### src/ccpt_defines.svh
// Register indices, field positions, reset values and bus codes
`ifndef CCPT_DEFINES_SVH
`define CCPT_DEFINES_SVH

`define CCPT_ADDR_W      16
`define CCPT_IDX_VAL1    12'h40C
`define CCPT_IDX_CON1    12'h40E
`define CCPT_IDX_CAP1    12'h40F
`define CCPT_IDX_VAL2    12'h410
`define CCPT_IDX_CON2    12'h412
`define CCPT_IDX_CAP2    12'h413
`define CCPT_IDX_TSEL    12'h41F

`define CCPT_EN_BIT      7
`define CCPT_OUT_BIT     5
`define CCPT_FMT_BIT     4

`define CCPT_CON_RST     8'h00
`define CCPT_CAP_RST     4'h0
`define CCPT_TSEL_RST    8'h05

`define CCPT_TSEL_FIRST  2'h1
`define CCPT_TSEL_SECOND 2'h2

`define CCPT_KEEP_ALL    16'hFFFF
`define CCPT_KEEP_LEFT   16'hFFC0
`define CCPT_KEEP_RIGHT  16'h03FF

`define CCPT_PRE_4TH     4'h3
`define CCPT_PRE_16TH    4'hF

`define CCPT_RESP_OKAY   2'h0
`define CCPT_RESP_SLVERR 2'h2

`endif

### src/ccpt_pkg.sv
// Types shared by the capture/compare/PWM control block
package ccpt_pkg;

  typedef enum logic [3:0] {
    MODE_OFF       = 4'h0,
    MODE_TOG_CLR   = 4'h1,
    MODE_TOG       = 4'h2,
    MODE_CAP_ANY   = 4'h3,
    MODE_CAP_FALL  = 4'h4,
    MODE_CAP_RISE  = 4'h5,
    MODE_CAP_4     = 4'h6,
    MODE_CAP_16    = 4'h7,
    MODE_SET       = 4'h8,
    MODE_CLR       = 4'h9,
    MODE_PULSE     = 4'hA,
    MODE_PULSE_CLR = 4'hB,
    MODE_PWM_0     = 4'hC,
    MODE_PWM_1     = 4'hD,
    MODE_PWM_2     = 4'hE,
    MODE_PWM_3     = 4'hF
  } ccpt_mode_type;

  typedef enum logic [3:0] {
    SRC_PIN   = 4'h0,
    SRC_CMP1  = 4'h1,
    SRC_CMP2  = 4'h2,
    SRC_IOC   = 4'h3,
    SRC_CELL1 = 4'h4,
    SRC_CELL2 = 4'h5,
    SRC_CELL3 = 4'h6,
    SRC_CELL4 = 4'h7
  } ccpt_src_type;

  typedef enum logic [2:0] {
    REG_NONE = 3'h0,
    REG_VAL1 = 3'h1,
    REG_CON1 = 3'h2,
    REG_CAP1 = 3'h3,
    REG_VAL2 = 3'h4,
    REG_CON2 = 3'h5,
    REG_CAP2 = 3'h6,
    REG_TSEL = 3'h7
  } ccpt_reg_type;

endpackage : ccpt_pkg

### src/ccpt_top.sv
// Two capture/compare/PWM units with timer pairing, AXI4-Lite register slave
//
// The implementer's own choice: register access over AXI4-Lite.
`include "ccpt_defines.svh"

// Functional notes
// - Control bit 7 enables unit, resets 0
// - Control bit 5 reads present output level
// - Bit 4 picks PWM duty alignment
// - Mode 0000 off; 11xx PWM; events flag
// - Capture on any/fall/rise/4th/16th edge
// - Codes 0010/0001 toggle; 0001 clears timer
// - Codes 1010/1011 pulse; 1011 clears timer
// - 1000 sets, 1001 clears; off resets level
// - Clear the currently selected timer
// - Trigger selector picks pin, comparator, cells
// - Value register survives all resets
// - Capture/compare: high byte 15:8, low 7:0
// - Right-aligned PWM duty in bits 9:0
// - Left-aligned PWM duty in bits 15:6
// - Per-unit timer selection, defaults first timers
// - Selection 01 first pair, 10 second
// - Period match clears timer, sets pin unless new duty is 0, buffers
// - Time base equal duty buffer clears pin
module ccpt_top (
  // Clock and reset
  input  wire logic                    aclk,
  input  wire logic                    aresetn,
  // AXI4-Lite write
  input  wire logic [`CCPT_ADDR_W-1:0] awaddr,
  input  wire logic                    awvalid,
  output logic                         awready,
  input  wire logic [31:0]             wdata,
  input  wire logic [3:0]              wstrb,
  input  wire logic                    wvalid,
  output logic                         wready,
  output logic [1:0]                   bresp,
  output logic                         bvalid,
  input  wire logic                    bready,
  // AXI4-Lite read
  input  wire logic [`CCPT_ADDR_W-1:0] araddr,
  input  wire logic                    arvalid,
  output logic                         arready,
  output logic [31:0]                  rdata,
  output logic [1:0]                   rresp,
  output logic                         rvalid,
  input  wire logic                    rready,
  // Capture sources, asynchronous
  input  wire logic [1:0]              unit_pin_in,
  input  wire logic                    comparator_one_result,
  input  wire logic                    comparator_two_result,
  input  wire logic                    pin_change_interrupt,
  input  wire logic [3:0]              logic_cell_results,
  // 16-bit capture/compare timers
  input  wire logic [15:0]             timer1_count,
  input  wire logic [15:0]             timer3_count,
  // 8-bit PWM timers
  input  wire logic [7:0]              timer2_count,
  input  wire logic [1:0]              timer2_low,
  input  wire logic [7:0]              timer2_period,
  input  wire logic                    timer2_step,
  input  wire logic [7:0]              timer4_count,
  input  wire logic [1:0]              timer4_low,
  input  wire logic [7:0]              timer4_period,
  input  wire logic                    timer4_step,
  // Unit outputs
  output logic [1:0]                   unit_pin_out,
  output logic [1:0]                   unit_event_flag,
  output logic [3:0]                   timer_clear
);
  import ccpt_pkg::*;

  function automatic ccpt_reg_type ccpt_decode(input logic [`CCPT_ADDR_W-1:0] a);
    logic [11:0] idx;
    idx = a[13:2];
    if (a[`CCPT_ADDR_W-1:14] != '0)
      return REG_NONE;
    case (idx)
      `CCPT_IDX_VAL1: return REG_VAL1;
      `CCPT_IDX_CON1: return REG_CON1;
      `CCPT_IDX_CAP1: return REG_CAP1;
      `CCPT_IDX_VAL2: return REG_VAL2;
      `CCPT_IDX_CON2: return REG_CON2;
      `CCPT_IDX_CAP2: return REG_CAP2;
      `CCPT_IDX_TSEL: return REG_TSEL;
      default:        return REG_NONE;
    endcase
  endfunction : ccpt_decode

  // Reserved trigger codes read as a quiet low input
  function automatic logic ccpt_trig(input logic [3:0] sel, input logic pin,
                                     input logic [6:0] shared);
    if (sel == SRC_PIN)
      return pin;
    else if (sel[3] == 1'b0)
      return shared[3'(sel[2:0] - 3'h1)];
    else
      return 1'b0;
  endfunction : ccpt_trig

  function automatic logic [9:0] ccpt_duty(input logic [15:0] v, input logic fmt);
    return fmt ? v[15:6] : v[9:0];
  endfunction : ccpt_duty

  function automatic logic [15:0] ccpt_keep(input logic pwm, input logic fmt);
    if (!pwm)
      return `CCPT_KEEP_ALL;
    return fmt ? `CCPT_KEEP_LEFT : `CCPT_KEEP_RIGHT;
  endfunction : ccpt_keep

  // Bus state
  logic                    awready_q, awready_d, wready_q, wready_d;
  logic                    aw_have_q, aw_have_d, w_have_q, w_have_d;
  logic [`CCPT_ADDR_W-1:0] waddr_q, waddr_d;
  logic [31:0]             wdat_q, wdat_d;
  logic [3:0]              wstb_q, wstb_d;
  logic                    bvalid_q, bvalid_d, arready_q, arready_d, rvalid_q, rvalid_d;
  logic [1:0]              bresp_q, bresp_d, rresp_q, rresp_d;
  logic [31:0]             rdata_q, rdata_d;
  logic                    do_write;
  ccpt_reg_type            wreg, rreg;

  // Unit state
  logic [1:0]              en_q, en_d, fmt_q, fmt_d, pin_q, pin_d;
  ccpt_mode_type           mode_q [2];
  ccpt_mode_type           mode_d [2];
  logic [3:0]              capsel_q [2];
  logic [3:0]              capsel_d [2];
  logic [3:0]              pre_q [2];
  logic [3:0]              pre_d [2];
  logic [9:0]              duty_q [2];
  logic [9:0]              duty_d [2];
  logic [15:0]             val_q [2];
  logic [15:0]             val_d [2];
  logic [15:0]             cnt_sel [2];
  logic [1:0]              trig_q, trig_d, eq_q, eq_d, evt_q, evt_d;
  logic [1:0]              cap_hit, cmp_hit, per_hit;
  logic [7:0]              tsel_q, tsel_d;
  logic [3:0]              clr_q, clr_d;
  logic [8:0]              sync1_q, sync2_q;

  assign awready         = awready_q;
  assign wready          = wready_q;
  assign bvalid          = bvalid_q;
  assign bresp           = bresp_q;
  assign arready         = arready_q;
  assign rvalid          = rvalid_q;
  assign rdata           = rdata_q;
  assign rresp           = rresp_q;
  assign unit_pin_out    = pin_q;
  assign unit_event_flag = evt_q;
  assign timer_clear     = clr_q;

  assign wreg     = ccpt_decode(waddr_q);
  assign rreg     = ccpt_decode(araddr);
  assign do_write = aw_have_q & w_have_q;

  // Address and data are held separately so either may arrive first
  always_comb
  begin
    aw_have_d = aw_have_q;
    w_have_d  = w_have_q;
    waddr_d   = waddr_q;
    wdat_d    = wdat_q;
    wstb_d    = wstb_q;
    bvalid_d  = bvalid_q & ~bready;
    bresp_d   = bresp_q;
    if (awvalid & awready_q)
    begin
      aw_have_d = 1'b1;
      waddr_d   = awaddr;
    end
    if (wvalid & wready_q)
    begin
      w_have_d = 1'b1;
      wdat_d   = wdata;
      wstb_d   = wstrb;
    end
    if (do_write)
    begin
      aw_have_d = 1'b0;
      w_have_d  = 1'b0;
      bvalid_d  = 1'b1;
      bresp_d   = (wreg == REG_NONE) ? `CCPT_RESP_SLVERR : `CCPT_RESP_OKAY;
    end
    awready_d = ~aw_have_d & ~bvalid_d;
    wready_d  = ~w_have_d & ~bvalid_d;
    rvalid_d  = rvalid_q & ~rready;
    rdata_d   = rdata_q;
    rresp_d   = rresp_q;
    if (arvalid & arready_q)
    begin
      rvalid_d = 1'b1;
      rresp_d  = (rreg == REG_NONE) ? `CCPT_RESP_SLVERR : `CCPT_RESP_OKAY;
      case (rreg)
        REG_VAL1: rdata_d = {16'h0000, val_q[0]};
        REG_VAL2: rdata_d = {16'h0000, val_q[1]};
        REG_CON1: rdata_d = {24'h000000, en_q[0], 1'b0, pin_q[0], fmt_q[0], mode_q[0]};
        REG_CON2: rdata_d = {24'h000000, en_q[1], 1'b0, pin_q[1], fmt_q[1], mode_q[1]};
        REG_CAP1: rdata_d = {28'h0000000, capsel_q[0]};
        REG_CAP2: rdata_d = {28'h0000000, capsel_q[1]};
        REG_TSEL: rdata_d = {24'h000000, 4'h0, tsel_q[3:0]};
        default:  rdata_d = 32'h00000000;
      endcase
    end
    arready_d = ~rvalid_d;
  end

  always_ff @(posedge aclk)
  begin
    if (!aresetn)
    begin
      awready_q <= 1'b0;
      wready_q  <= 1'b0;
      aw_have_q <= 1'b0;
      w_have_q  <= 1'b0;
      waddr_q   <= '0;
      wdat_q    <= 32'h00000000;
      wstb_q    <= 4'h0;
      bvalid_q  <= 1'b0;
      bresp_q   <= `CCPT_RESP_OKAY;
      arready_q <= 1'b0;
      rvalid_q  <= 1'b0;
      rdata_q   <= 32'h00000000;
      rresp_q   <= `CCPT_RESP_OKAY;
    end
    else
    begin
      awready_q <= awready_d;
      wready_q  <= wready_d;
      aw_have_q <= aw_have_d;
      w_have_q  <= w_have_d;
      waddr_q   <= waddr_d;
      wdat_q    <= wdat_d;
      wstb_q    <= wstb_d;
      bvalid_q  <= bvalid_d;
      bresp_q   <= bresp_d;
      arready_q <= arready_d;
      rvalid_q  <= rvalid_d;
      rdata_q   <= rdata_d;
      rresp_q   <= rresp_d;
    end
  end

  // Pins and neighbour outputs are asynchronous
  always_ff @(posedge aclk)
  begin
    sync1_q <= {logic_cell_results, pin_change_interrupt, comparator_two_result,
                comparator_one_result, unit_pin_in};
    sync2_q <= sync1_q;
  end

  always_comb
  begin
    logic        act, pwm, cap, cmp, trig, rise, fall, step, clr_tmr;
    logic [1:0]  tsel;
    logic [7:0]  pcnt, pper;
    logic [1:0]  plow;
    logic [9:0]  new_duty;
    logic [15:0] bmask, keep;
    act      = 1'b0;
    pwm      = 1'b0;
    cap      = 1'b0;
    cmp      = 1'b0;
    trig     = 1'b0;
    rise     = 1'b0;
    fall     = 1'b0;
    step     = 1'b0;
    clr_tmr  = 1'b0;
    tsel     = 2'h0;
    pcnt     = 8'h00;
    pper     = 8'h00;
    plow     = 2'h0;
    new_duty = 10'h000;
    bmask    = 16'h0000;
    keep     = 16'h0000;
    clr_d    = 4'h0;
    tsel_d   = tsel_q;
    if (do_write && wreg == REG_TSEL && wstb_q[0])
      tsel_d = {4'h0, wdat_q[3:0]};
    for (int i = 0; i < 2; i++)
    begin
      en_d[i]     = en_q[i];
      fmt_d[i]    = fmt_q[i];
      mode_d[i]   = mode_q[i];
      capsel_d[i] = capsel_q[i];
      val_d[i]    = val_q[i];
      if (do_write && wreg == ((i == 0) ? REG_CON1 : REG_CON2) && wstb_q[0])
      begin
        en_d[i]   = wdat_q[`CCPT_EN_BIT];
        fmt_d[i]  = wdat_q[`CCPT_FMT_BIT];
        mode_d[i] = ccpt_mode_type'(wdat_q[3:0]);
      end
      if (do_write && wreg == ((i == 0) ? REG_CAP1 : REG_CAP2) && wstb_q[0])
        capsel_d[i] = wdat_q[3:0];
      act  = en_q[i] && (mode_q[i] != MODE_OFF);
      pwm  = act && (mode_q[i][3:2] == 2'b11);
      cap  = act && (mode_q[i] inside {MODE_CAP_ANY, MODE_CAP_FALL, MODE_CAP_RISE,
                                       MODE_CAP_4, MODE_CAP_16});
      cmp  = act && !pwm && !cap;
      tsel = tsel_q[2*i +: 2];
      // Reserved pairings reach no 16-bit timer; PWM compares fall back to timer4
      cnt_sel[i] = (tsel == `CCPT_TSEL_FIRST)  ? timer1_count :
                   (tsel == `CCPT_TSEL_SECOND) ? timer3_count : 16'h0000;
      trig       = ccpt_trig(capsel_q[i], sync2_q[i], sync2_q[8:2]);
      rise       = trig & ~trig_q[i];
      fall       = ~trig & trig_q[i];
      trig_d[i]  = trig;
      case (mode_q[i])
        MODE_CAP_ANY:  cap_hit[i] = cap && (rise || fall);
        MODE_CAP_FALL: cap_hit[i] = cap && fall;
        MODE_CAP_RISE: cap_hit[i] = cap && rise;
        MODE_CAP_4:    cap_hit[i] = cap && rise && (pre_q[i] == `CCPT_PRE_4TH);
        MODE_CAP_16:   cap_hit[i] = cap && rise && (pre_q[i] == `CCPT_PRE_16TH);
        default:       cap_hit[i] = 1'b0;
      endcase
      if (!cap || !(mode_q[i] inside {MODE_CAP_4, MODE_CAP_16}) || cap_hit[i])
        pre_d[i] = 4'h0;
      else if (rise)
        pre_d[i] = pre_q[i] + 4'h1;
      else
        pre_d[i] = pre_q[i];
      // Acting on the first cycle of equality keeps one match to one event
      eq_d[i]    = (cnt_sel[i] == val_q[i]);
      cmp_hit[i] = cmp && eq_d[i] && !eq_q[i];
      clr_tmr    = cmp_hit[i] && (mode_q[i] inside {MODE_TOG_CLR, MODE_PULSE_CLR});
      if (clr_tmr && tsel == `CCPT_TSEL_FIRST)
        clr_d[0] = 1'b1;
      if (clr_tmr && tsel == `CCPT_TSEL_SECOND)
        clr_d[2] = 1'b1;
      pcnt = (tsel == `CCPT_TSEL_FIRST) ? timer2_count  : timer4_count;
      plow = (tsel == `CCPT_TSEL_FIRST) ? timer2_low    : timer4_low;
      pper = (tsel == `CCPT_TSEL_FIRST) ? timer2_period : timer4_period;
      step = (tsel == `CCPT_TSEL_FIRST) ? timer2_step :
             (tsel == `CCPT_TSEL_SECOND) ? timer4_step : 1'b0;
      per_hit[i] = pwm && step && (pcnt == pper);
      new_duty   = ccpt_duty(val_q[i], fmt_q[i]);
      duty_d[i]  = per_hit[i] ? new_duty : duty_q[i];
      if (per_hit[i] && tsel == `CCPT_TSEL_FIRST)
        clr_d[1] = 1'b1;
      if (per_hit[i] && tsel == `CCPT_TSEL_SECOND)
        clr_d[3] = 1'b1;
      if (!act || cap)
        pin_d[i] = 1'b0;
      else if (pwm)
      begin
        if (per_hit[i])
          pin_d[i] = (new_duty != 10'h000);
        else if ({pcnt, plow} == duty_q[i])
          pin_d[i] = 1'b0;
        else
          pin_d[i] = pin_q[i];
      end
      else if (cmp_hit[i])
      begin
        case (mode_q[i])
          MODE_TOG, MODE_TOG_CLR:     pin_d[i] = ~pin_q[i];
          MODE_SET:                   pin_d[i] = 1'b1;
          MODE_CLR:                   pin_d[i] = 1'b0;
          MODE_PULSE, MODE_PULSE_CLR: pin_d[i] = 1'b1;
          default:                    pin_d[i] = pin_q[i];
        endcase
      end
      else if (mode_q[i] inside {MODE_PULSE, MODE_PULSE_CLR})
        pin_d[i] = 1'b0;
      else
        pin_d[i] = pin_q[i];
      evt_d[i] = cap_hit[i] | cmp_hit[i] | per_hit[i];
      // Byte lanes map straight to value bits; PWM drops the unused ones
      bmask = {{8{wstb_q[1]}}, {8{wstb_q[0]}}};
      keep  = ccpt_keep(en_q[i] && (mode_q[i][3:2] == 2'b11), fmt_q[i]);
      if (do_write && wreg == ((i == 0) ? REG_VAL1 : REG_VAL2))
        val_d[i] = ((val_q[i] & ~bmask) | (wdat_q[15:0] & bmask)) & keep;
      // A capture in the same cycle as a software write wins
      if (cap_hit[i])
        val_d[i] = cnt_sel[i];
    end
  end

  always_ff @(posedge aclk)
  begin
    if (!aresetn)
    begin
      en_q   <= 2'h0;
      fmt_q  <= 2'h0;
      pin_q  <= 2'h0;
      trig_q <= 2'h0;
      eq_q   <= 2'h0;
      evt_q  <= 2'h0;
      clr_q  <= 4'h0;
      tsel_q <= `CCPT_TSEL_RST;
      for (int i = 0; i < 2; i++)
      begin
        mode_q[i]   <= MODE_OFF;
        capsel_q[i] <= `CCPT_CAP_RST;
        pre_q[i]    <= 4'h0;
        duty_q[i]   <= 10'h000;
      end
    end
    else
    begin
      en_q   <= en_d;
      fmt_q  <= fmt_d;
      pin_q  <= pin_d;
      trig_q <= trig_d;
      eq_q   <= eq_d;
      evt_q  <= evt_d;
      clr_q  <= clr_d;
      tsel_q <= tsel_d;
      for (int i = 0; i < 2; i++)
      begin
        mode_q[i]   <= mode_d[i];
        capsel_q[i] <= capsel_d[i];
        pre_q[i]    <= pre_d[i];
        duty_q[i]   <= duty_d[i];
      end
    end
  end

  // Value holds through the bus reset; only power-up leaves it unknown
  always_ff @(posedge aclk)
  begin
    for (int i = 0; i < 2; i++)
      val_q[i] <= val_d[i];
  end
endmodule : ccpt_top

### config.mk
export PLATFORM = sky130hd
export DESIGN_NAME = ccpt_top
export DESIGN_NICKNAME = d
export VERILOG_FILES = /design/src/ccpt_pkg.sv /design/src/ccpt_top.sv
export VERILOG_INCLUDE_DIRS = /design/src
export SDC_FILE = /design/constraint.sdc
export NUM_CORES = 1
export LEC_CHECK = 0
export BUFFER_PORTS_ARGS = -buffer_cell sky130_fd_sc_hd__buf_2
export CORE_UTILIZATION = 35
export DETAILED_ROUTE_END_ITERATION = 16
export SYNTH_ARGS = -nofsm -noshare
export SYNTH_HDL_FRONTEND = slang
export SYNTH_SLANG_ARGS = --single-unit
### constraint.sdc
create_clock -name aclk -period 3.1 [get_ports aclk]
set_clock_uncertainty 0.15 [all_clocks]
set_input_delay 0.155 -clock aclk [delete_from_list [all_inputs] [get_ports aclk]]
set_output_delay 0.155 -clock aclk [all_outputs]
set_load 0.01 [all_outputs]
* Yosys cells after proc, flatten, opt, wreduce, memory -nomap -nowiden
Memory sizes are Yosys's and may differ from the RTL's. Cells that the tools add are included.
Cells by class: add/sub/neg operators 4, $mul 0, divide/modulo/power cells 0, magnitude comparators 2, eq/ne operators 70, shift operators 0, mux-type cells 91, bitwise operators 45, reductions and logical operators 98
Operator list (count):
- 16-bit two-way mux | 12
- 12-bit by 11-bit equality test with 1-bit output, second input constant | 14
- 16-bit case mux with 7 select lines | 1
- 16-bit bitwise AND | 5
- 10-bit two-way mux | 6
- 4-bit two-way mux | 14
- 1-bit logical AND | 52
- 3-bit case mux with 7 select lines | 2
- 4-bit equality test, second input constant | 10
- 1-bit two-way mux | 38
- 16-bit equality test | 2
- 4-bit by 3-bit equality test with 1-bit output, second input constant | 8
- 8-bit two-way mux | 4
- 16-bit OR | 2
- 3-bit equality test, second input constant | 8
- 4-bit by 2-bit equality test with 1-bit output, second input constant | 6
- 10-bit equality test | 2
- 10-bit nonzero test | 2
- 8-bit equality test | 2
- 16-bit NOT | 1
- 2-bit nonzero test | 8
- 1-bit NOT | 13
- 1-bit bitwise AND | 12
- 3-bit by 2-bit equality test with 1-bit output, second input constant | 4
- 25 further kinds | 82
Word-level totals: flip-flop bits (word level) 115, bits in latches 0, bits in writable memories 76, ROM bits 0, output and inout bits 49, word-level logic and storage cells 341, memories kept 5
Memories:
- val_q | words 2, width 16, rd ports 2, clocked after memory_dff 0, wr ports 2, RTL line ccpt_top.sv:133 | logic [15:0] val_q [2];
- duty_q | words 2, width 10, rd ports 2, clocked after memory_dff 0, wr ports 2, RTL line ccpt_top.sv:131 | logic [9:0] duty_q [2];
- capsel_q | words 2, width 4, rd ports 2, clocked after memory_dff 0, wr ports 2, RTL line ccpt_top.sv:127 | logic [3:0] capsel_q [2];
- mode_q | words 2, width 4, rd ports 2, clocked after memory_dff 0, wr ports 2, RTL line ccpt_top.sv:125 | ccpt_mode_type mode_q [2];
- pre_q | words 2, width 4, rd ports 2, clocked after memory_dff 0, wr ports 2, RTL line ccpt_top.sv:129 | logic [3:0] pre_q [2];

* Depth between registers and ports, before layout
An unclocked memory read counts as a cell.
depth in word-level cells 14, gate-level depth with buffers 16

* Worst setup path before layout
Ideal clock, no wire load.
path type reg2reg, start memory capsel_q[1][0] (netlist: capsel_q[0][4]), end register with a tool-made name, setup time 0.265 ns, data arrival time 2.920 ns, required time 2.685 ns, path slack -0.235 ns, stages on the path, launching flop included 16, path buffers 2, period minus slack after synthesis 3.335 ns, cell sequence dfxtp_1 > inv_1 > ha_1 > mux2i_1 > o21ai_0 > mux2i_1 > o21ai_0 > nand2b_1 > a21oi_1 > ha_1 > a22oi_1 > o21ai_0 > and3b_1 > clkbuf_1 > buf_2 > mux2i_1
RTL lines (RTL line):
- start: declaration | ccpt_top.sv:127

==> metrics.csv <==
metric;value;unit
Post-synth EDFFs;32;
Max-cap violations;0;
vias after detailed routing;11200;
Synth Warn #;0;
Post-Syn Instances;1301;
Post-Syn Area per Cell;8.06;um2
Clock transition at path regs;70;ps
final worst slack;-54.2;ps
WP buf/inv;3;
most frequent cells in the layout;nand2_1 (177), buf_2 (162), dfxtp_1 (135), buf_4 (88), a21oi_1 (83);
maximum vdd drop;0.345;mV
Tcrit/Tclk final;102;%
Pwr Density;377;mW/mm2
Main synth FF type;dfxtp_1;
Tmin final;3150;ps
initial antenna violation count;0;
DRT antenna net count;0;
Slew Viols, Final;0;
CTS tree;done;
vias in the first global route;10400;
Placeable Area;0.0296;mm2
Root Driver;clkbuf_16;
cell mode on critical path;ha_4;
I/O pin cnt;203;
RSZ-0062 raised after global routing;true;
asr flop ratio synth;0;%
Area growth, synth to finish;29.8;%
synthesized cell area;0.0105;mm2
Die Wd;175;um
gr usage total;27.1;%
row cnt;63;
Critical Path RT;3150;ps
achievable frequency;317;MHz
Final Setup Violations;12;
Final Hold Violating Endpoints;0;
GR Util met1;35.4;%
DRC errors left;0;
pin count of the biggest net entering global routing;79;
met2 Track Usage GR;43.8;%
post-synthesis sequential area ratio;35.7;%
Reg area;0.00375;mm2
die height;175;um
dpl cell area;0.0121;mm2
number of diodes;0;
Max FO, Critical Path;6;
most common cell after layout, fill and taps aside;nand2_1;
Worst-Skew Late Latency;450;ps
WL final;42200;um
static leakage;5.27;nW
gr busiest metal;met2;
First-pass DRT Iterations;6;
Port-buffer cells;162;
Max clock buf depth;2;
Slowest cell on crit path;dfxtp_2;
CP startpoint;capsel_q[0][5];
Place WS;-248;ps
Reg2Reg Launch Point;capsel_q[0][5];
met3 Track Usage GR;4.61;%
total chip power;0.00513;W
fraction of layout instances using a drive strength above 1;23.9;%
WS Path Type;register to register;
Multi-input gate area;0.00642;mm2
Fillers;2961;
critical path's largest stage delay;340;ps
Nets;1709;
worst-path cell chain;inv_2 > ha_4 > mux2i_1 > o21ai_1 > buf_4 > o211ai_1 > a21oi_4 > ha_4 > nor2_4 > nand3_2 > o21ai_2 > and3b_2 > buf_12 > mux2_4;
Worst slew margin;29.8;%
CP arrival;3200;ps
DR vias/cell;5.73;
CP top delay family;compound AO/OA/AOI/OAI gates;
initial core utilization;35.5;%
CTS H-tree depth;4;
Worst Hold Class;input pin to register;
CP Capture Type;register;
area of the die;0.0307;mm2
Final Wtd Congestion;0.983;
count of cell types in the netlist;83;
status;complete, but fails checks;
Sink Count;171;
FF+latch count, synth;171;
Setup crit start kind;register;
cts bufs inserted;17;
hold_sp;timer1_count[11];
HPWL Detailed;32000;um
Overflow after GRT;0;
First DRT Iteration DRCs;1128;
failing checks;setup timing;
first-pass GRT wire length;63000;um
Worst-Margin Slew;1050;ps
final instance area;0.0136;mm2
setup TNS;-303;ps
WL/cell;21.6;um
-- path summary, 6_finish.rpt --
kind	to	slack (ps)	cells past startpoint
setup reg to reg	val_q[0][31]	-50	14
hold / removal	val_q[0][11]	60	3
hold reg to reg	sync2_q[3]	180	0
setup / recovery	val_q[0][31]	-50	14
-- kinds of logic (layout without fill, tap and decap cells) --
logic type               count (synthesis)  after routing  share of synthesized area, %
multiplexers                            70             70                          7.06
XOR/XNOR                                37             37                          3.09
AO/OA/AOI/OAI                          372            375                          23.5
buffers and inverters                  164            399                          6.70
other                                    1             18                        0.0358
AND/OR/NAND/NOR                        476            478                          22.7
flip-flops                             171            171                          35.7
adder cells (fa/ha/maj)                 10             10                          1.19
-- state kept, by name, summed over array words and instances (netlist names), 2 cells and up, named ones only --
name,count
sync2_q,9
wdat_q,16
eq_q,2
rdata,16
wstb_q,2
pre_q,8
val_q,24
waddr_q,14
timer_clear,4
en_q,2
duty_q,20
trig_q,2
sync1_q,9
fmt_q,2
unit_pin_out,2
mode_q,8
unit_event_flag,2
capsel_q,8
tsel_q,4
-- power breakdown --
part           switching [W]  internal [W]
Sequential         0.0000394       0.00230
Clock                0.00109       0.00117
Combinational       0.000297      0.000235
-- repair_timing --
action | 4_1_cts | 5_1_grt
hold buffers | 46 | 0
setup endpoints to repair | 61 | 67
setup buffers | 3 | 7
gates resized for setup | 9 | 73
pin swaps | 4 | 29
cloned | 0 | 7
hold endpoints to repair | 47 | 0
-- cells in the mapped netlist (all sizes together), types with 9 or more instances --
master,instances,area share (%)
mux2i,56,5.3
ha,10,1.2
nor2b,25,1.5
o31ai,9,0.64
a221oi,11,0.92
a31oi,13,0.78
edfxtp,32,9.2
buf,29,1.8
inv,60,2.1
xnor2,19,1.6
nor2,74,2.6
nand3,48,2.3
xor2,18,1.5
o22ai,18,1.1
a21oi,87,4.2
o21ai,84,4.0
nand4,17,1.1
mux2,12,1.3
dfxtp,139,27
nor4,10,0.60
and3,13,0.78
a22oi,40,2.9
o211ai,12,0.86
clkbuf,74,2.6
nor3,9,0.43
nand2b,41,2.4
nand2,180,6.4
a211oi,27,1.9
-- cell type report --
| cell class | count | share of cell area [%] |
|---|---|---|
| timing repair buffer | 306 | 15.3 |
| multi-input combinational | 988 | 47.2 |
| clock buffer | 17 | 3.13 |
| sequential | 171 | 27.5 |
| inverter | 61 | 1.74 |
| tap | 390 | 3.58 |
| clock inverter | 15 | 1.48 |
-- worst reg2reg max path, cell delays in order (launching register included) --
cell	delay, ps
dfxtp_2	340
inv_2	50
ha_4	270
mux2i_1	200
o21ai_1	90
buf_4	140
o211ai_1	270
a21oi_4	120
ha_4	260
nor2_4	100
nand3_2	80
o21ai_2	90
and3b_2	290
buf_12	150
mux2_4	310
-- layer usage --
| layer | vias to the layer above | routed length [um] |
|---|---|---|
| met4 | 0 | 1670 |
| li1 | 5215 | - |
| met2 | 561 | 19400 |
| met3 | 123 | 3040 |
| met5 | - | 0 |
| met1 | 5266 | 18000 |
-- stage by stage --
step	utilization (%)	hold WS [ps]	instances
after detailed placement	41.0	109	1858
final	46.0	60.0	1948
after global routing	46.0	61.1	1948
after global placement	41.0	108	1858
after floorplan	-	32.7	1318
after CTS	44.9	41.8	1939
Note: power is estimated with default switching activity, not from simulation.
